## src/inc/ttm_pkg.sv

```systemverilog
// Purpose: shared constants and types of the three timer module
// Assumes: 32-bit APB data, each register one aligned word
// Notes: register byte address is index times four
package ttm_pkg;
    // ==========================================================
    // structure
    localparam int TMR_N = 3;
    localparam int CNT_W = 16;
    localparam int CORE = 0;
    localparam int AUX_LO = 1;
    localparam int AUX_HI = 2;
    localparam int RES_CYCLES = 4;
    localparam int DIV_W = 10;
    localparam int PRESC_W = 3;
    // ==========================================================
    // register indices
    localparam logic [5:0] IDX_CTRL = 6'h00;
    localparam logic [5:0] IDX_CNT = 6'h03;
    localparam logic [5:0] IDX_STAT = 6'h06;
    // ==========================================================
    // control fields
    localparam int F_MODE = 0;
    localparam int F_PRESC = 2;
    localparam int F_RUN = 5;
    localparam int F_DIRSW = 6;
    localparam int F_DIREXT = 7;
    localparam int F_GATELVL = 8;
    localparam int F_EDGE = 9;
    localparam int F_FN = 11;
    localparam int F_TOGSRC = 13;
    localparam int F_TOGOE = 14;
    // ==========================================================
    // status fields
    localparam int S_TOG = 0;
    localparam int S_OUT = 1;
    localparam int S_WRAP = 2;
    localparam int S_IN = 8;
    localparam int S_DIR = 11;
    // ==========================================================
    // reset values
    localparam logic [15:0] CTRL_RST = 16'h0000;
    localparam logic [15:0] CNT_RST = 16'h0000;
    localparam logic TOG_RST = 1'b0;
    // ==========================================================
    // modes
    typedef enum logic [1:0] {
        MODE_TIMER, MODE_GATED, MODE_COUNTER, MODE_INCR
    } ttm_mode_t;
    typedef enum logic [1:0] {
        FN_OWN, FN_RELOAD, FN_CAPTURE, FN_SPARE
    } ttm_fn_t;
endpackage : ttm_pkg

```

## src/inc/ttm_cnt_if.sv

```systemverilog
// Purpose: link between the timer top and one 16-bit counter
// Assumes: single clock domain
// Notes: wrap flags are one-cycle pulses
`timescale 1ns/10ps
interface ttm_cnt_if;
    logic step;
    logic up;
    logic load;
    logic [ttm_pkg::CNT_W-1:0] loadVal;
    logic [ttm_pkg::CNT_W-1:0] value;
    logic wrapUp;
    logic wrapDown;
    modport counter(input step, input up, input load, input loadVal,
        output value, output wrapUp, output wrapDown);
    modport ctrl(output step, output up, output load, output loadVal,
        input value, input wrapUp, input wrapDown);
endinterface : ttm_cnt_if

```

## src/hw/ttm_sync.sv

```systemverilog
// Purpose: two-stage synchroniser for pin inputs
// Assumes: inputs asynchronous to clock
// Notes: first stage is read by the second stage only
`timescale 1ns/10ps
module ttm_sync #(
    parameter int N = 6
) (
    input wire logic clock,
    input wire logic rstn,
    input wire logic [N-1:0] asyncIn,
    output logic [N-1:0] syncOut
);
    // ==========================================================
    // per-bit stages
    for (genvar b = 0; b < N; b++) begin : gBit
        logic meta_r;
        logic hold_r;
        always_ff @(posedge clock or negedge rstn) begin
            if (!rstn) begin
                meta_r <= 1'b0;
                hold_r <= 1'b0;
            end else begin
                meta_r <= asyncIn[b];
                hold_r <= meta_r;
            end
        end
        assign syncOut[b] = hold_r;
    end
endmodule : ttm_sync

```

## src/hw/ttm_count.sv

```systemverilog
// Purpose: 16-bit up/down counter with load
// Assumes: load outranks step
// Notes: wrap pulses follow the edge that wrapped
`timescale 1ns/10ps
module ttm_count (
    input wire logic clock,
    input wire logic rstn,
    ttm_cnt_if.counter cnt
);
    logic [ttm_pkg::CNT_W-1:0] value_r;
    logic wrapUp_r;
    logic wrapDown_r;
    wire atMax = &value_r;
    wire atMin = ~|value_r;
    wire [ttm_pkg::CNT_W-1:0] inc = value_r + 16'h0001;
    wire [ttm_pkg::CNT_W-1:0] dec = value_r - 16'h0001;
    // ==========================================================
    // counting
    always_ff @(posedge clock or negedge rstn) begin
        if (!rstn) begin
            value_r <= ttm_pkg::CNT_RST;
            wrapUp_r <= 1'b0;
            wrapDown_r <= 1'b0;
        end else begin
            if (cnt.load) begin
                value_r <= cnt.loadVal;
            end else if (cnt.step) begin
                value_r <= cnt.up ? inc : dec;
            end
            wrapUp_r <= ~cnt.load & cnt.step & cnt.up & atMax;
            wrapDown_r <= ~cnt.load & cnt.step & ~cnt.up & atMin;
        end
    end
    assign cnt.value = value_r;
    assign cnt.wrapUp = wrapUp_r;
    assign cnt.wrapDown = wrapDown_r;
endmodule : ttm_count

```

## src/hw/ttm_top.sv

```systemverilog
// Purpose: three 16-bit timers, core plus two auxiliaries, on APB
// Assumes: pins asynchronous, 100 MHz clock
// Notes: pins are sampled every four cycles, edges found between samples
//
// What this block does
// - three 16-bit timers: one core timer, two auxiliary timers
// - each timer runs alone or chains to another through the latch
// - per-timer mode: timer, gated timer, event counter, incremental
// - timer mode steps on system clock through programmable prescaler
// - event counter mode steps on edges of its input pin
// - gated mode steps only while input pin holds the gate level
// - no timer steps faster than once per four clock cycles
// - direction from software bit, optionally flipped by direction pin
// - incremental mode decodes encoder A/B from input and direction pins
// - core toggle latch inverts on every core overflow and underflow
// - toggle latch state drives an output pin
// - toggle latch transitions can clock both auxiliary timers
// - auxiliary set as capture or reload register stops counting
// - capture: input pin edge copies core value into auxiliary
// - reload: core loaded from auxiliary on pin edge or latch edge
// - both auxiliaries reloading on opposite latch edges give PWM
//
// Our own choices: the address map and the APB interface to the registers.
`timescale 1ns/10ps
module ttm_top #(
    parameter int ADDR_W = 8
) (
    input wire logic clock,
    input wire logic rstn,
    input wire logic psel,
    input wire logic penable,
    input wire logic pwrite,
    input wire logic [ADDR_W-1:0] paddr,
    input wire logic [31:0] pwdata,
    input wire logic [3:0] pstrb,
    output logic [31:0] prdata,
    output logic pready,
    output logic pslverr,
    input wire logic [2:0] timerInputPin,
    input wire logic [2:0] directionInputPin,
    output logic toggleLatchOutputPin
);
    localparam int DW = ttm_pkg::DIV_W;
    localparam int N = ttm_pkg::TMR_N;

    // ==========================================================
    // helpers
    function automatic logic prescHit(
        input logic [DW-1:0] div,
        input logic [ttm_pkg::PRESC_W-1:0] p
    );
        logic [DW-1:0] mask;
        mask = (DW'(ttm_pkg::RES_CYCLES) << p) - DW'(1);
        return (div & mask) == mask;
    endfunction : prescHit

    function automatic logic edgeHit(
        input logic rise,
        input logic fall,
        input logic [1:0] sel
    );
        return (sel[0] & rise) | (sel[1] & fall);
    endfunction : edgeHit

    function automatic logic [15:0] mergeLanes(
        input logic [15:0] old,
        input logic [15:0] wdat,
        input logic [1:0] strb
    );
        return {strb[1] ? wdat[15:8] : old[15:8],
                strb[0] ? wdat[7:0] : old[7:0]};
    endfunction : mergeLanes

    // ==========================================================
    // state
    logic [31:0] prdata_r;
    logic pready_r;
    logic pslverr_r;
    logic toggleOut_r;
    logic tog_r;
    logic [N-1:0] wrap_r;
    logic [DW-1:0] divCnt_r;
    logic sampNew_r;
    logic [N-1:0] inSamp_r;
    logic [N-1:0] inPrev_r;
    logic [N-1:0] dirSamp_r;
    logic [N-1:0] dirPrev_r;

    logic [N-1:0] stepW;
    logic [N-1:0] upW;
    logic [N-1:0] loadW;
    logic [N-1:0] reloadW;
    logic [N-1:0] captureW;
    logic [N-1:0] wrapHit;
    logic [N-1:0][15:0] loadValW;
    logic [N-1:0][15:0] cntVal;
    logic [N-1:0][15:0] ctrlW;
    logic [2*N-1:0] pinSync;

    ttm_cnt_if cntIf [N] ();

    // ==========================================================
    // pin synchronisers
    ttm_sync #(
        .N(2 * N)
    ) uSync (
        .clock(clock),
        .rstn(rstn),
        .asyncIn({directionInputPin, timerInputPin}),
        .syncOut(pinSync)
    );

    // ==========================================================
    // apb decode
    wire [5:0] regIdx = paddr[7:2];
    wire addrOk = (paddr[1:0] == 2'h0) && (regIdx <= ttm_pkg::IDX_STAT)
        && ((paddr >> 8) == '0);
    wire accessPh = psel & penable & ~pready_r;
    wire wrEn = psel & penable & pready_r & pwrite & ~pslverr_r;
    wire isCtrl = regIdx < ttm_pkg::IDX_CNT;
    wire isStat = regIdx == ttm_pkg::IDX_STAT;
    wire stWr = wrEn & isStat;
    wire [5:0] cntOff = regIdx - ttm_pkg::IDX_CNT;
    wire [N-1:0] wrapClr = (stWr & pstrb[0])
        ? pwdata[ttm_pkg::S_WRAP +: N] : '0;
    wire [15:0] statWord = {2'h0, dirSamp_r, inSamp_r, 3'h0, wrap_r,
        toggleOut_r, tog_r};
    wire [15:0] rdWord = isStat ? statWord
        : isCtrl ? ctrlW[regIdx[1:0]] : cntVal[cntOff[1:0]];

    // ==========================================================
    // sampling tick and prescaler base
    // one sample per four cycles caps every pin-driven step rate
    wire tick4 = prescHit(divCnt_r, '0);
    wire [N-1:0] inRise = inSamp_r & ~inPrev_r;
    wire [N-1:0] inFall = ~inSamp_r & inPrev_r;

    // ==========================================================
    // toggle latch transitions
    wire coreFlip = wrapHit[ttm_pkg::CORE];
    wire togRise = coreFlip & ~tog_r;
    wire togFall = coreFlip & tog_r;

    // ==========================================================
    // per-timer control
    for (genvar i = 0; i < N; i++) begin : gTmr
        localparam bit IS_AUX = (i != ttm_pkg::CORE);
        logic [15:0] ctrl_r;
        ttm_pkg::ttm_mode_t mode;
        ttm_pkg::ttm_fn_t fn;
        wire [1:0] esel = ctrl_r[ttm_pkg::F_EDGE +: 2];
        wire useTog = ctrl_r[ttm_pkg::F_TOGSRC];
        wire ctrlSel = regIdx == (ttm_pkg::IDX_CTRL + 6'(i));
        wire cntSel = regIdx == (ttm_pkg::IDX_CNT + 6'(i));
        wire swLoad = wrEn & cntSel;
        wire [15:0] swVal = mergeLanes(cntVal[i], pwdata[15:0],
            pstrb[1:0]);
        wire pinEv = sampNew_r & edgeHit(inRise[i], inFall[i], esel);
        wire togEv = edgeHit(togRise, togFall, esel);
        wire tick = prescHit(divCnt_r,
            ctrl_r[ttm_pkg::F_PRESC +: ttm_pkg::PRESC_W]);
        wire gateOpen = inSamp_r[i] == ctrl_r[ttm_pkg::F_GATELVL];
        wire quadChg = sampNew_r & ((inSamp_r[i] ^ inPrev_r[i])
            | (dirSamp_r[i] ^ dirPrev_r[i]));
        wire quadUp = inSamp_r[i] ^ dirPrev_r[i];
        wire cntEv = (IS_AUX && useTog) ? togEv : pinEv;
        wire extDown = ctrl_r[ttm_pkg::F_DIREXT] & dirSamp_r[i];
        wire ownFn = (fn == ttm_pkg::FN_OWN) || (fn == ttm_pkg::FN_SPARE);
        wire modeStep = (mode == ttm_pkg::MODE_TIMER) ? tick
            : (mode == ttm_pkg::MODE_GATED) ? (tick & gateOpen)
            : (mode == ttm_pkg::MODE_COUNTER) ? cntEv
            : quadChg;

        assign mode = ttm_pkg::ttm_mode_t'(ctrl_r[ttm_pkg::F_MODE +: 2]);
        assign fn = IS_AUX ? ttm_pkg::ttm_fn_t'(ctrl_r[ttm_pkg::F_FN +: 2])
            : ttm_pkg::FN_OWN;
        // each timer keeps its own settings
        assign stepW[i] = ctrl_r[ttm_pkg::F_RUN] & ownFn & modeStep;
        assign upW[i] = (mode == ttm_pkg::MODE_INCR)
            ? (quadUp ^ ctrl_r[ttm_pkg::F_DIRSW])
            : ~(ctrl_r[ttm_pkg::F_DIRSW] ^ extDown);
        assign reloadW[i] = (fn == ttm_pkg::FN_RELOAD)
            & (useTog ? togEv : pinEv);
        assign captureW[i] = (fn == ttm_pkg::FN_CAPTURE) & pinEv;
        assign ctrlW[i] = ctrl_r;

        if (IS_AUX) begin : gAux
            assign loadW[i] = swLoad | captureW[i];
            assign loadValW[i] = swLoad ? swVal
                : cntVal[ttm_pkg::CORE];
        end else begin : gCore
            // low auxiliary wins if both reload in one cycle
            assign loadW[i] = swLoad | reloadW[ttm_pkg::AUX_LO]
                | reloadW[ttm_pkg::AUX_HI];
            assign loadValW[i] = swLoad ? swVal
                : reloadW[ttm_pkg::AUX_LO] ? cntVal[ttm_pkg::AUX_LO]
                : cntVal[ttm_pkg::AUX_HI];
        end

        always_ff @(posedge clock or negedge rstn) begin
            if (!rstn) begin
                ctrl_r <= ttm_pkg::CTRL_RST;
            end else if (wrEn && ctrlSel) begin
                ctrl_r <= mergeLanes(ctrl_r, pwdata[15:0], pstrb[1:0]);
            end
        end

        assign cntIf[i].step = stepW[i];
        assign cntIf[i].up = upW[i];
        assign cntIf[i].load = loadW[i];
        assign cntIf[i].loadVal = loadValW[i];
        assign cntVal[i] = cntIf[i].value;
        assign wrapHit[i] = cntIf[i].wrapUp | cntIf[i].wrapDown;

        ttm_count uCnt (
            .clock(clock),
            .rstn(rstn),
            .cnt(cntIf[i])
        );
    end

    // ==========================================================
    // apb response, one wait state
    always_ff @(posedge clock or negedge rstn) begin
        if (!rstn) begin
            pready_r <= 1'b0;
            pslverr_r <= 1'b0;
            prdata_r <= 32'h0000_0000;
        end else begin
            pready_r <= accessPh;
            pslverr_r <= accessPh & ~addrOk;
            if (accessPh) begin
                prdata_r <= (addrOk && !pwrite) ? {16'h0000, rdWord}
                    : 32'h0000_0000;
            end
        end
    end

    // ==========================================================
    // pin sampling
    always_ff @(posedge clock or negedge rstn) begin
        if (!rstn) begin
            divCnt_r <= '0;
            sampNew_r <= 1'b0;
            inSamp_r <= '0;
            inPrev_r <= '0;
            dirSamp_r <= '0;
            dirPrev_r <= '0;
        end else begin
            divCnt_r <= divCnt_r + DW'(1);
            sampNew_r <= tick4;
            if (tick4) begin
                inPrev_r <= inSamp_r;
                inSamp_r <= pinSync[N-1:0];
                dirPrev_r <= dirSamp_r;
                dirSamp_r <= pinSync[2*N-1:N];
            end
        end
    end

    // ==========================================================
    // toggle latch, wrap flags, output pin
    // a hardware flip outranks a software write in the same cycle
    always_ff @(posedge clock or negedge rstn) begin
        if (!rstn) begin
            tog_r <= ttm_pkg::TOG_RST;
            toggleOut_r <= 1'b0;
            wrap_r <= '0;
        end else begin
            if (coreFlip) begin
                tog_r <= ~tog_r;
            end else if (stWr && pstrb[0]) begin
                tog_r <= pwdata[ttm_pkg::S_TOG];
            end
            toggleOut_r <= tog_r
                & ctrlW[ttm_pkg::CORE][ttm_pkg::F_TOGOE];
            wrap_r <= (wrap_r & ~wrapClr) | wrapHit;
        end
    end

    assign prdata = prdata_r;
    assign pready = pready_r;
    assign pslverr = pslverr_r;
    assign toggleLatchOutputPin = toggleOut_r;
endmodule : ttm_top

```

## config.mk

```make
export PLATFORM = sky130hd
export DESIGN_NAME = ttm_top
export DESIGN_NICKNAME = d
export VERILOG_FILES = /design/src/inc/ttm_pkg.sv /design/src/inc/ttm_cnt_if.sv /design/src/hw/ttm_sync.sv /design/src/hw/ttm_count.sv /design/src/hw/ttm_top.sv
export SDC_FILE = /design/constraint.sdc
export NUM_CORES = 1
export LEC_CHECK = 0
export ABC_AREA = 1
export BUFFER_PORTS_ARGS = -buffer_cell sky130_fd_sc_hd__buf_4
export CAP_MARGIN = 20
export CORE_AREA = 2 2 195 197
export DETAILED_ROUTE_END_ITERATION = 8
export DIE_AREA = 0 0 197 199
export PLACE_DENSITY = 0.6
export SYNTH_ARGS = -nofsm -noshare
export SYNTH_HDL_FRONTEND = slang
export SYNTH_SLANG_ARGS = --single-unit
```

## constraint.sdc

```tcl
create_clock -name clock -period 2.3 [get_ports clock]
set_input_delay 0 -clock clock [delete_from_list [all_inputs] [get_ports clock]]
set_output_delay 0 -clock clock [all_outputs]
set_load 0.005 [all_outputs]
```

Word level (Yosys, flattened, before mapping)
Index checks and enable logic that the tools add are counted.
{ "totals": {"ff_bits": 176, "in_bits": 55} }
{ "op_classes": {"add_sub_neg": 11, "magnitude_cmp": 4, "eq_ne": 34, "shifts": 3, "n_mux": 39, "n_bitwise": 113, "reduce_logical": 41} }
{ "op_table": {"columns": ["cell", "count"], "rows": [
  ["$mux 16", 18],
  ["$bmux 16 s2", 2],
  ["$and 1x1->1", 60],
  ["$add 16x1->16 const B", 3],
  ["$reduce_and 16->1", 3],
  ["$reduce_or 16->1", 3],
  ["$sub 16x1->16 const B", 3],
  ["$and 10x10->10", 3],
  ["$eq 10x10->1", 3],
  ["$shl 3x3->10 const A", 3],
  ["$sub 10x2->10 const B", 3],
  ["$reduce_and 2->1", 12],
  ["$eq 2x2->1 const B", 11],
  ["$eq 6x3->1 const B", 3],
  ["$ne 3x3->1 const B", 6],
  ["$mux 1", 16],
  ["$mux 8", 2],
  ["$or 1x1->1", 15],
  ["$xor 1x1->1", 15],
  ["$not 1->1", 13],
  ["$eq 6x2->1 const B", 2],
  ["$logic_not 2->1", 6],
  ["$add 10x1->10 const B", 1],
  ["$eq 2x1->1 const B", 5],
  ["other kinds (15)", 34]
]} }

Logic depth before layout (Yosys ltp)
Gate-level depths: netlist of run 1.
{ "logic_depth": {"depth_word": 13, "depth_mapped": 21} }

Cells and area by module
From an unflattened synthesis of run 1, not the netlist that was laid out.
{ "unflattened": {"hier_cells": 1844, "area_unflattened_um2": 12336.8} }
{ "by_module_without_submodules": {"columns": ["mod", "instances", "cells_each", "area_per_inst_um2", "seq_area_each_um2"], "rows": [
  ["ttm_top", 1, 1031, 6840.3, 2327.2],
  ["ttm_count at gTmr[1].uCnt ...", 2, 265, 1714.1, 450.4],
  ["ttm_count at gTmr[0].uCnt", 1, 265, 1722.9, 450.4],
  ["ttm_sync", 1, 18, 345.3, 300.3]
]} }

Worst setup path before layout of run 1
No wires, ideal clock.
{ "synth_path": {"kind": "register -> register", "from": "register inSamp_r[0]", "to": "register gTmr[0].uCnt.value_r, in the netlist gTmr[0].uCnt.cnt.value[10]", "setup_time_ns": 0.117, "arrival_time_ns": 2.398, "t_required_ns": 2.183, "slack_ns": -0.215, "path_stages_with_launch": 20, "period_less_slack_ns": 2.515, "path_cell_list": "dfrtp_1 -> inv_1 -> nand2_1 -> nand3_1 -> nand2_1 -> nand2_1 -> nand2_1 -> inv_1 -> fa_1 -> nand3b_1 -> nand3_1 -> nand2_1 -> nand2_1 -> nand2_1 -> nand2_1 -> nand2_1 -> nand3_1 -> nand2_1 -> nand2_1 -> nand2_1"} }
{ "synth_between": {"elab_chain_cells": 11, "word_cells_on_any_way": 24, "cone_classes": "1 x eq/ne; 7 x mux; 14 x bitwise; 2 x reduce/logical"} }
{ "synth_lines": {"columns": ["element", "line_no", "rtl"], "rows": [
  ["start: declaration", "ttm_top.sv:84", "logic [N-1:0] inSamp_r;"],
  ["start signal: assignment", "ttm_top.sv:254", "inSamp_r <= pinSync[N-1:0];"],
  ["$not 3->3", "ttm_top.sv:136", "wire [N-1:0] inFall = ~inSamp_r & inPrev_r;"],
  ["$and 3x3->3", "ttm_top.sv:136", null],
  ["$and 1x1->1", "ttm_top.sv:62", "return (sel[0] & rise) | (sel[1] & fall);"],
  ["$or 1x1->1", "ttm_top.sv:62", null],
  ["$and 1x1->1", "ttm_top.sv:158", "wire pinEv = sampNew_r & edgeHit(inRise[i], inFall[i], esel);"],
  ["$mux 1", "ttm_top.sv:171", ": (mode == ttm_pkg::MODE_COUNTER) ? cntEv"],
  ["$mux 1", "ttm_top.sv:170", ": (mode == ttm_pkg::MODE_GATED) ? (tick & gateOpen)"],
  ["$mux 1", "ttm_top.sv:169", "wire modeStep = (mode == ttm_pkg::MODE_TIMER) ? tick"],
  ["$and 1x1->1", "ttm_top.sv:178", "assign stepW[i] = ctrl_r[ttm_pkg::F_RUN] & ownFn & modeStep;"],
  ["$reduce_bool 2->1 (no line)", null, null],
  ["$reduce_and 2->1 (no line)", null, null],
  ["end signal: assignment", "ttm_count.sv:21", "value_r <= ttm_pkg::CNT_RST;"],
  ["end signal: assignment", "ttm_count.sv:26", "value_r <= cnt.loadVal;"],
  ["end signal: assignment", "ttm_count.sv:28", "value_r <= cnt.up ? inc : dec;"],
  ["end: declaration", "ttm_count.sv:10", "logic [ttm_pkg::CNT_W-1:0] value_r;"]
]} }
Parallel ways exist; a longest one is shown, timed or not. The select of a mux whose other input is x is not followed.
A chain may end at the register's enable or synchronous reset.

Final worst setup path of run 1
{ "layout_path": {"from": "register inSamp_r[0]", "to": "register gTmr[0].uCnt.value_r, in the netlist gTmr[0].uCnt.cnt.value[15]"} }
Same word-level chain as after synthesis.

==> flow_results.xml, run 1 <==
<?xml version="1.0" encoding="UTF-8"?>
<metrics>
  <group name="run_status">
    <metric name="outcome" unit="">finished with violations</metric>
    <metric name="violations" unit="">setup timing</metric>
  </group>
  <group name="clocking">
    <metric name="cts_root_buffer" unit="">sky130_fd_sc_hd__clkbuf_16</metric>
    <metric name="tritoncts.num_buffers" unit="">17</metric>
    <metric name="ctsLongestPathBuffers" unit="">2</metric>
    <metric name="post_cts_clock_slew_at_the_launch_and_capture_registers_of_the_worst_setup_and_hold_paths" unit="ps">80</metric>
    <metric name="clock_tree_from_tritoncts" unit="">yes</metric>
    <metric name="clock_insertion_delay_worst_skew" unit="ps">450</metric>
    <metric name="ctsHtreeMaxLevel" unit="">4</metric>
    <metric name="clock_sink_count" unit="">159</metric>
  </group>
  <group name="route">
    <metric name="detail_route.drc_violations" unit="">0</metric>
    <metric name="wl" unit="um">49200</metric>
    <metric name="drtAntennaViolNets" unit="">0</metric>
    <metric name="routed_via_density" unit="">5.33</metric>
    <metric name="detail_route.first_pass.iterations" unit="">6</metric>
    <metric name="detailroute.via_count" unit="">13700</metric>
    <metric name="detail_route.iter0.violations" unit="">1553</metric>
    <metric name="detail_route.wl_per_cell" unit="um">19.1</metric>
  </group>
  <group name="timing">
    <metric name="maxSlewViolCount" unit="">0</metric>
    <metric name="setup-tns-final" unit="ps">-1630</metric>
    <metric name="worst_slew_margin_rel" unit="%">49.2</metric>
    <metric name="fin_crit_sh" unit="%">106</metric>
    <metric name="min_period" unit="ps">2440</metric>
    <metric name="final.setup_skew" unit="ps">14.1</metric>
    <metric name="timing.final.ws_setup" unit="ps">-144</metric>
    <metric name="worst_pin_slew" unit="ps">762</metric>
    <metric name="fin_worst_hold_slack" unit="ps">0.133</metric>
    <metric name="setup_repair_after_global_routing_missed_its_margin" unit="">true</metric>
    <metric name="setup_violations" unit="">29</metric>
    <metric name="maximum_frequency_from_static_timing_analysis" unit="MHz">409</metric>
    <metric name="finalHoldViolations" unit="">0</metric>
  </group>
  <group name="logic_synthesis">
    <metric name="syn_inst" unit="">1790</metric>
    <metric name="post_synth_main_area_contributors" unit="">sky130_fd_sc_hd__dfrtp_1, sky130_fd_sc_hd__nand2_1, sky130_fd_sc_hd__nand3_1, sky130_fd_sc_hd__inv_1, sky130_fd_sc_hd__ha_1</metric>
    <metric name="synthesis.area" unit="um2">12100</metric>
    <metric name="syn-mean-instance-area" unit="um2">6.77</metric>
    <metric name="synth.yosys.seq_area_share" unit="%">32.8</metric>
    <metric name="synthesis.yosys.warnings" unit="">0</metric>
    <metric name="synth.distinct_cells" unit="">50</metric>
    <metric name="fraction_of_post_synthesis_cell_area_in_the_top_cell_type_by_area" unit="%">32.8</metric>
    <metric name="synth_seq_cells" unit="">159</metric>
    <metric name="post-synth-top-area-cell" unit="">sky130_fd_sc_hd__dfrtp_1</metric>
  </group>
  <group name="critical_path">
    <metric name="crit_slowest_cell" unit="">sky130_fd_sc_hd__dfrtp_1</metric>
    <metric name="crit_path_max_fanout" unit="">4</metric>
    <metric name="worst_setup_path_end_kind" unit="">flop</metric>
    <metric name="cp_num_buf_inv" unit="">8</metric>
    <metric name="setup.worst_path.start" unit="">inSamp_r[0]</metric>
    <metric name="worst_r2r_startpoint" unit="">inSamp_r[0]</metric>
    <metric name="timing.critical_path.slowest_cell_delay" unit="ps">430</metric>
    <metric name="start_kind" unit="">flop</metric>
    <metric name="critical_path_arrival" unit="ps">2780</metric>
    <metric name="critPathRequiredTime" unit="ps">2630</metric>
    <metric name="crit_path_cell_chain" unit="">inv_2 &gt; nand2_2 &gt; buf_4 &gt; buf_4 &gt; buf_4 &gt; buf_4 &gt; buf_4 &gt; buf_4 &gt; buf_4 &gt; nand3_1 &gt; nand2_1 &gt; nand2_1 &gt; nand3_1 &gt; nand2_1 &gt; nand2_1 &gt; nand3_1 &gt; nand2_1 &gt; nand2_1 &gt; nand2_1</metric>
    <metric name="critPathTopFamily" unit="">buffers and inverters</metric>
    <metric name="criticalPathCategory" unit="">flop to flop</metric>
  </group>
  <group name="layout">
    <metric name="layout-drive-gt1-share" unit="%">32.1</metric>
    <metric name="layout.cells.most_common" unit="">sky130_fd_sc_hd__nand2_1</metric>
    <metric name="final_cell_count_no_fill" unit="">2568</metric>
    <metric name="nNetsFinal" unit="">2196</metric>
    <metric name="synthToLayoutAreaGrowth" unit="%">43.4</metric>
    <metric name="fillerInstances" unit="">3623</metric>
    <metric name="sequential_cell_area" unit="um2">3980</metric>
    <metric name="multiInputGateArea" unit="um2">8740</metric>
    <metric name="antenna_cell_count" unit="">0</metric>
    <metric name="layout.cells.most_common_list" unit="">sky130_fd_sc_hd__nand2_1, sky130_fd_sc_hd__buf_4, sky130_fd_sc_hd__inv_1</metric>
  </group>
  <group name="grt">
    <metric name="globalRouteOverflowTotal" unit="">0</metric>
    <metric name="first_pass_grt_wire_length" unit="um">73700</metric>
    <metric name="maximum_number_of_pins_on_one_net_before_global_route_repair" unit="">74</metric>
    <metric name="grt_antenna_before_repair" unit="">0</metric>
    <metric name="grt.total_usage" unit="%">24.6</metric>
    <metric name="via_count_of_the_first_global_routing_pass" unit="">13000</metric>
  </group>
  <group name="placement">
    <metric name="numPlacedInstances" unit="">2451</metric>
    <metric name="half_perimeter_wire_length_of_the_detailed_placement_result" unit="um">35500</metric>
    <metric name="routabilityCongestion" unit="">0.936</metric>
    <metric name="dpl_worst_slack" unit="ps">-245</metric>
    <metric name="port-buffer-count" unit="">55</metric>
  </group>
  <group name="floorplanning">
    <metric name="floorplan.die.width" unit="um">197</metric>
    <metric name="start_util" unit="%">32.7</metric>
    <metric name="rows" unit="">71</metric>
    <metric name="floorplan.die_area" unit="um2">39200</metric>
    <metric name="core_area" unit="um2">37100</metric>
    <metric name="pin_count" unit="">90</metric>
    <metric name="die_y" unit="um">199</metric>
  </group>
  <group name="pwr">
    <metric name="ir_drop_worst_case_vdd" unit="uV">501</metric>
    <metric name="power_density_over_the_cells" unit="nW/um2">424</metric>
    <metric name="leakage" unit="nW">8.48</metric>
  </group>
  <group name="flow_run">
    <metric name="maxCapViolations" unit="">0</metric>
  </group>
  <group name="hold_path">
    <metric name="min_from" unit="">pwdata[4]</metric>
    <metric name="holdCritPathClass" unit="">input pin to flop</metric>
  </group>
</metrics>
-- cell families after synthesis --
group / count (synthesis) / synth area share (%)
compound gates: 264 / 12.3
xor+xnor: 27 / 1.95
fa+ha+maj: 60 / 6.38
buf+inv: 264 / 9.29
flops: 159 / 32.8
other cells: 1 / 0.0309
simple gates: 1015 / 37.2
-- synthesized netlist by cell type (all sizes together) --
cell / number
nand2: 618
nand3: 202
inv: 199
dfrtp: 159
o21ai: 135
nor2: 91
a21oi: 81
ha: 57
nand4: 41
buf: 40
nor3: 29
clkbuf: 22
xor2: 21
nor4: 18
o211ai: 17
o22ai: 11
a211oi: 10
nand3b: 8
xnor2: 6
o221ai: 4
and2: 3
clkinv: 3
fa: 3
o21bai: 3
a22oi: 2
and3: 2
or2: 2
a31oi: 1
conb: 1
nor3b: 1
-- path summary, 6_finish.rpt --
check / endpoint / slack (ps) / depth (start not counted)
worst max-delay path: gTmr[0].uCnt.cnt.value[15] / -140 / 19
worst min-delay path: gTmr[1].uCnt.cnt.value[4] / 0.1 / 5
worst max register to register: gTmr[0].uCnt.cnt.value[15] / -140 / 19
worst min register to register: uSync.gBit[3].hold_r / 350 / 0
max in group asynchronous: gTmr[0].uCnt.cnt.value[12] / 1450 / 3
min in group asynchronous: gTmr[1].ctrl_r[2] / 150 / 2
-- metal layers --
metal / up-vias / GRT usage [%] / share of wire, %
li1: 6470 / - / -
met1: 6437 / 32.2 / 42
met2: 629 / 40.6 / 47
met3: 147 / 3.51 / 6.9
met4: 0 / 10.5 / 4.7
met5: - / 0 / 0
-- where the power goes --
part / internal, mW / switching (mW) / leakage [nW]
Sequential: 2.85 / 0.0860 / 1.98
Clock: 1.47 / 1.45 / 0.289
Combinational: 0.627 / 0.893 / 6.21
Total: 4.95 / 2.43 / 8.48
-- final cells by class --
| cell class | instances | area share (%) |
|---|---|---|
| multi-input combinational | 1383 | 50.3 |
| sequential | 159 | 22.9 |
| timing repair buffer | 318 | 15.4 |
| inverter | 202 | 4.52 |
| tap | 474 | 3.41 |
| clock buffer | 17 | 2.45 |
| clock inverter | 15 | 0.993 |
-- registers in the layout (all words and copies together), names as in the netlist, 3 cells and up --
register                cells
inPrev_r                    3
gTmr.ctrl_r                48
inSamp_r                    3
wrap_r                      3
gTmr.uCnt.cnt.wrapDown      3
gTmr.uCnt.cnt.wrapUp        3
uSync.gBit.hold_r           6
dirPrev_r                   3
gTmr.uCnt.cnt.value        48
dirSamp_r                   3
prdata                     16
uSync.gBit.meta_r           6
divCnt_r                    9
-- metrics by stage --
step / area, um2 / power [mW] / util (%)
2_1_floorplan: 12200 / 3.63 / -
3_3_place_gp: 14200 / 4.15 / 38.4
3_5_place_dp: 14200 / 4.16 / 38.4
4_1_cts: 16400 / 7.24 / 44.2
5_1_grt: 17400 / 7.64 / 46.8
6_report: 17400 / 7.38 / 46.8
-- worst register-to-register path, delay by kind of cell, from the launching register on --
family | cells | cell delay, ps
buf+inv | 8 | 970
flops | 1 | 430
simple gates | 11 | 920
-- repair_timing --
item                                    4_1_cts  5_1_grt
endpoints found under the hold margin       115        0
resized for setup                           196      196
endpoints found under the setup margin       39       50
pin swaps                                    66      145
cloned                                        3        0
hold buffers                                 24        0
setup buffers                                34       26
Note: power is estimated with default switching activity, not from simulation.
==> inputs of run 2 (changes only) <==
- REMOVE_ABC_BUFFERS: not set -> 1
- SKIP_CTS_REPAIR_TIMING: not set -> 1
==> run 2 against run 1 <==
Effect of this change: the flow finishes with violations (hold timing, setup timing); final cell count shrank 0.97%; flip-flop and latch count stayed put; first-iteration DRC count shrank 19%; highest routed layer is now met5; non-clock buffer count decreased by 23.
==> flow_results.xml, run 2 (same netlist as run 1, synthesis figures left out) <==
<?xml version="1.0" encoding="UTF-8"?>
<metrics>
  <group name="route">
    <metric name="routed_via_density" unit="">5.23</metric>
    <metric name="detail_route.wl_per_cell" unit="um">18.6</metric>
    <metric name="detail_route.iter0.violations" unit="">1258</metric>
    <metric name="wl" unit="um">47400</metric>
    <metric name="detail_route.first_pass.iterations" unit="">6</metric>
    <metric name="drtAntennaViolNets" unit="">0</metric>
    <metric name="detail_route.drc_violations" unit="">0</metric>
    <metric name="detailroute.via_count" unit="">13300</metric>
  </group>
  <group name="run_status">
    <metric name="violations" unit="">hold timing, setup timing</metric>
    <metric name="outcome" unit="">finished with violations</metric>
  </group>
  <group name="critical_path">
    <metric name="start_kind" unit="">flop</metric>
    <metric name="cp_num_buf_inv" unit="">2</metric>
    <metric name="critical_path_arrival" unit="ps">2690</metric>
    <metric name="crit_slowest_cell" unit="">sky130_fd_sc_hd__dfrtp_1</metric>
    <metric name="critPathTopFamily" unit="">simple AND/OR/NAND/NOR gates</metric>
    <metric name="criticalPathCategory" unit="">flop to flop</metric>
    <metric name="worst_setup_path_end_kind" unit="">flop</metric>
    <metric name="crit_path_max_fanout" unit="">7</metric>
    <metric name="crit_path_cell_chain" unit="">inv_2 &gt; nand2_2 &gt; nand3_2 &gt; nand2_2 &gt; nand2_2 &gt; nand2_4 &gt; clkbuf_16 &gt; ha_4 &gt; nand3b_1 &gt; nand3_2 &gt; nand2_1 &gt; nand2_2 &gt; nand2_2 &gt; nand2_1 &gt; nand2_1 &gt; nand3_2 &gt; nand2_1 &gt; nand2_1 &gt; nand2_1</metric>
    <metric name="critPathRequiredTime" unit="ps">2630</metric>
    <metric name="timing.critical_path.slowest_cell_delay" unit="ps">430</metric>
    <metric name="most_repeated_library_cell_on_the_critical_path" unit="">sky130_fd_sc_hd__nand2_1</metric>
  </group>
  <group name="grt">
    <metric name="maximum_number_of_pins_on_one_net_before_global_route_repair" unit="">68</metric>
    <metric name="globalRouteOverflowTotal" unit="">0</metric>
    <metric name="first_pass_grt_wire_length" unit="um">69600</metric>
    <metric name="grt.total_usage" unit="%">23.3</metric>
    <metric name="via_count_of_the_first_global_routing_pass" unit="">12300</metric>
    <metric name="grt_antenna_before_repair" unit="">1</metric>
  </group>
  <group name="clocking">
    <metric name="clock_tree_from_tritoncts" unit="">yes</metric>
    <metric name="tritoncts.num_buffers" unit="">17</metric>
    <metric name="post_cts_clock_slew_at_the_launch_and_capture_registers_of_the_worst_setup_and_hold_paths" unit="ps">70</metric>
    <metric name="ctsHtreeMaxLevel" unit="">4</metric>
    <metric name="clock_insertion_delay_worst_skew" unit="ps">440</metric>
    <metric name="ctsLongestPathBuffers" unit="">2</metric>
    <metric name="cts_root_buffer" unit="">sky130_fd_sc_hd__clkbuf_16</metric>
    <metric name="clock_sink_count" unit="">159</metric>
  </group>
  <group name="floorplanning">
    <metric name="floorplan.die.width" unit="um">197</metric>
    <metric name="die_y" unit="um">199</metric>
    <metric name="floorplan.die_area" unit="um2">39200</metric>
    <metric name="rows" unit="">71</metric>
    <metric name="core_area" unit="um2">37100</metric>
    <metric name="pin_count" unit="">90</metric>
    <metric name="start_util" unit="%">32.7</metric>
  </group>
  <group name="layout">
    <metric name="layout-drive-gt1-share" unit="%">29.0</metric>
    <metric name="layout.cells.most_common" unit="">sky130_fd_sc_hd__nand2_1</metric>
    <metric name="synthToLayoutAreaGrowth" unit="%">39.0</metric>
    <metric name="nNetsFinal" unit="">2172</metric>
    <metric name="antenna_cell_count" unit="">0</metric>
    <metric name="layout.cells.most_common_list" unit="">sky130_fd_sc_hd__nand2_1, sky130_fd_sc_hd__buf_4, sky130_fd_sc_hd__inv_1</metric>
    <metric name="multiInputGateArea" unit="um2">8470</metric>
    <metric name="sequential_cell_area" unit="um2">3980</metric>
    <metric name="fillerInstances" unit="">3645</metric>
  </group>
  <group name="placement">
    <metric name="half_perimeter_wire_length_of_the_detailed_placement_result" unit="um">35200</metric>
    <metric name="routabilityCongestion" unit="">0.971</metric>
    <metric name="port-buffer-count" unit="">55</metric>
  </group>
  <group name="pwr">
    <metric name="power_density_over_the_cells" unit="nW/um2">431</metric>
    <metric name="total_power_consumption_of_the_routed_design" unit="mW">7.27</metric>
    <metric name="leakage" unit="nW">8.27</metric>
    <metric name="ir_drop_worst_case_vdd" unit="uV">453</metric>
  </group>
  <group name="timing">
    <metric name="timing.final.ws_setup" unit="ps">-60.9</metric>
    <metric name="setup_violations" unit="">19</metric>
    <metric name="maxSlewViolCount" unit="">0</metric>
    <metric name="min_period" unit="ps">2360</metric>
    <metric name="fin_worst_hold_slack" unit="ps">-64.4</metric>
    <metric name="final.setup_skew" unit="ps">9.30</metric>
    <metric name="finalHoldViolations" unit="">1</metric>
    <metric name="setup-tns-final" unit="ps">-692</metric>
    <metric name="worst_pin_slew" unit="ps">656</metric>
    <metric name="setup_repair_after_global_routing_missed_its_margin" unit="">true</metric>
    <metric name="maximum_frequency_from_static_timing_analysis" unit="MHz">424</metric>
    <metric name="fin_crit_sh" unit="%">103</metric>
    <metric name="worst_slew_margin_rel" unit="%">56.2</metric>
  </group>
  <group name="flow_run">
    <metric name="maxCapViolations" unit="">0</metric>
  </group>
  <group name="hold_path">
    <metric name="holdCritPathClass" unit="">input pin to flop</metric>
  </group>
</metrics>
-- run 2: path summary, 6_finish.rpt --
check | start | to | slack (ps) | cells past startpoint
min in group asynchronous | rstn | divCnt_r[5] | 140 | 2
worst min register to register | uSync.gBit[1].meta_r | uSync.gBit[1].hold_r | 350 | 0
max in group asynchronous | rstn | gTmr[2].uCnt.cnt.value[0] | 1400 | 3
worst min-delay path | paddr[0] | pslverr | -60 | 5
worst max-delay path | dirPrev_r[0] | gTmr[0].uCnt.cnt.value[10] | -60 | 19
worst max register to register | dirPrev_r[0] | gTmr[0].uCnt.cnt.value[10] | -60 | 19
-- run 2: per-layer routing --
| metal | part of all wire (%) | track usage, % | vias up |
|---|---|---|---|
| met2 | 47 | 37.6 | 533 |
| met4 | 4.4 | 10.4 | 2 |
| met3 | 7.1 | 4.10 | 119 |
| li1 | - | - | 6428 |
| met1 | 42 | 30.5 | 6224 |
| met5 | 0.030 | 0 | - |
-- run 2: final cells by class --
cell class              instances  area share (%)
multi-input cells            1382            50.2
clock inverters                14           0.861
flip-flops and latches        159            23.6
clock buffers                  17            2.52
repair buffers                295            14.7
inverters                     202            4.55
well taps                     474            3.52
-- run 2: where the power goes --
part | switching, mW | internal [mW]
combinational | 0.870 | 0.575
sequential | 0.0756 | 2.85
clock | 1.37 | 1.52
total | 2.32 | 4.95
-- run 2: metrics by stage --
stage | std cells | cell area (um2) | utilization (%) | setup WS, ps
global route | 2543 | 16900 | 45.4 | -242
CTS | 2498 | 14900 | 40.2 | -337
detailed placement | 2467 | 14300 | 38.6 | -320
floorplan | 1743 | 11800 | - | -217
global placement | 2467 | 14300 | 38.6 | -219
finish | 2543 | 16900 | 45.4 | -60.9
-- run 2: tightest hold or removal path, delay by kind of cell --
kind	cells	cell delay [ps]
and+or+nand+nor	2	190
buffers and inverters	3	160
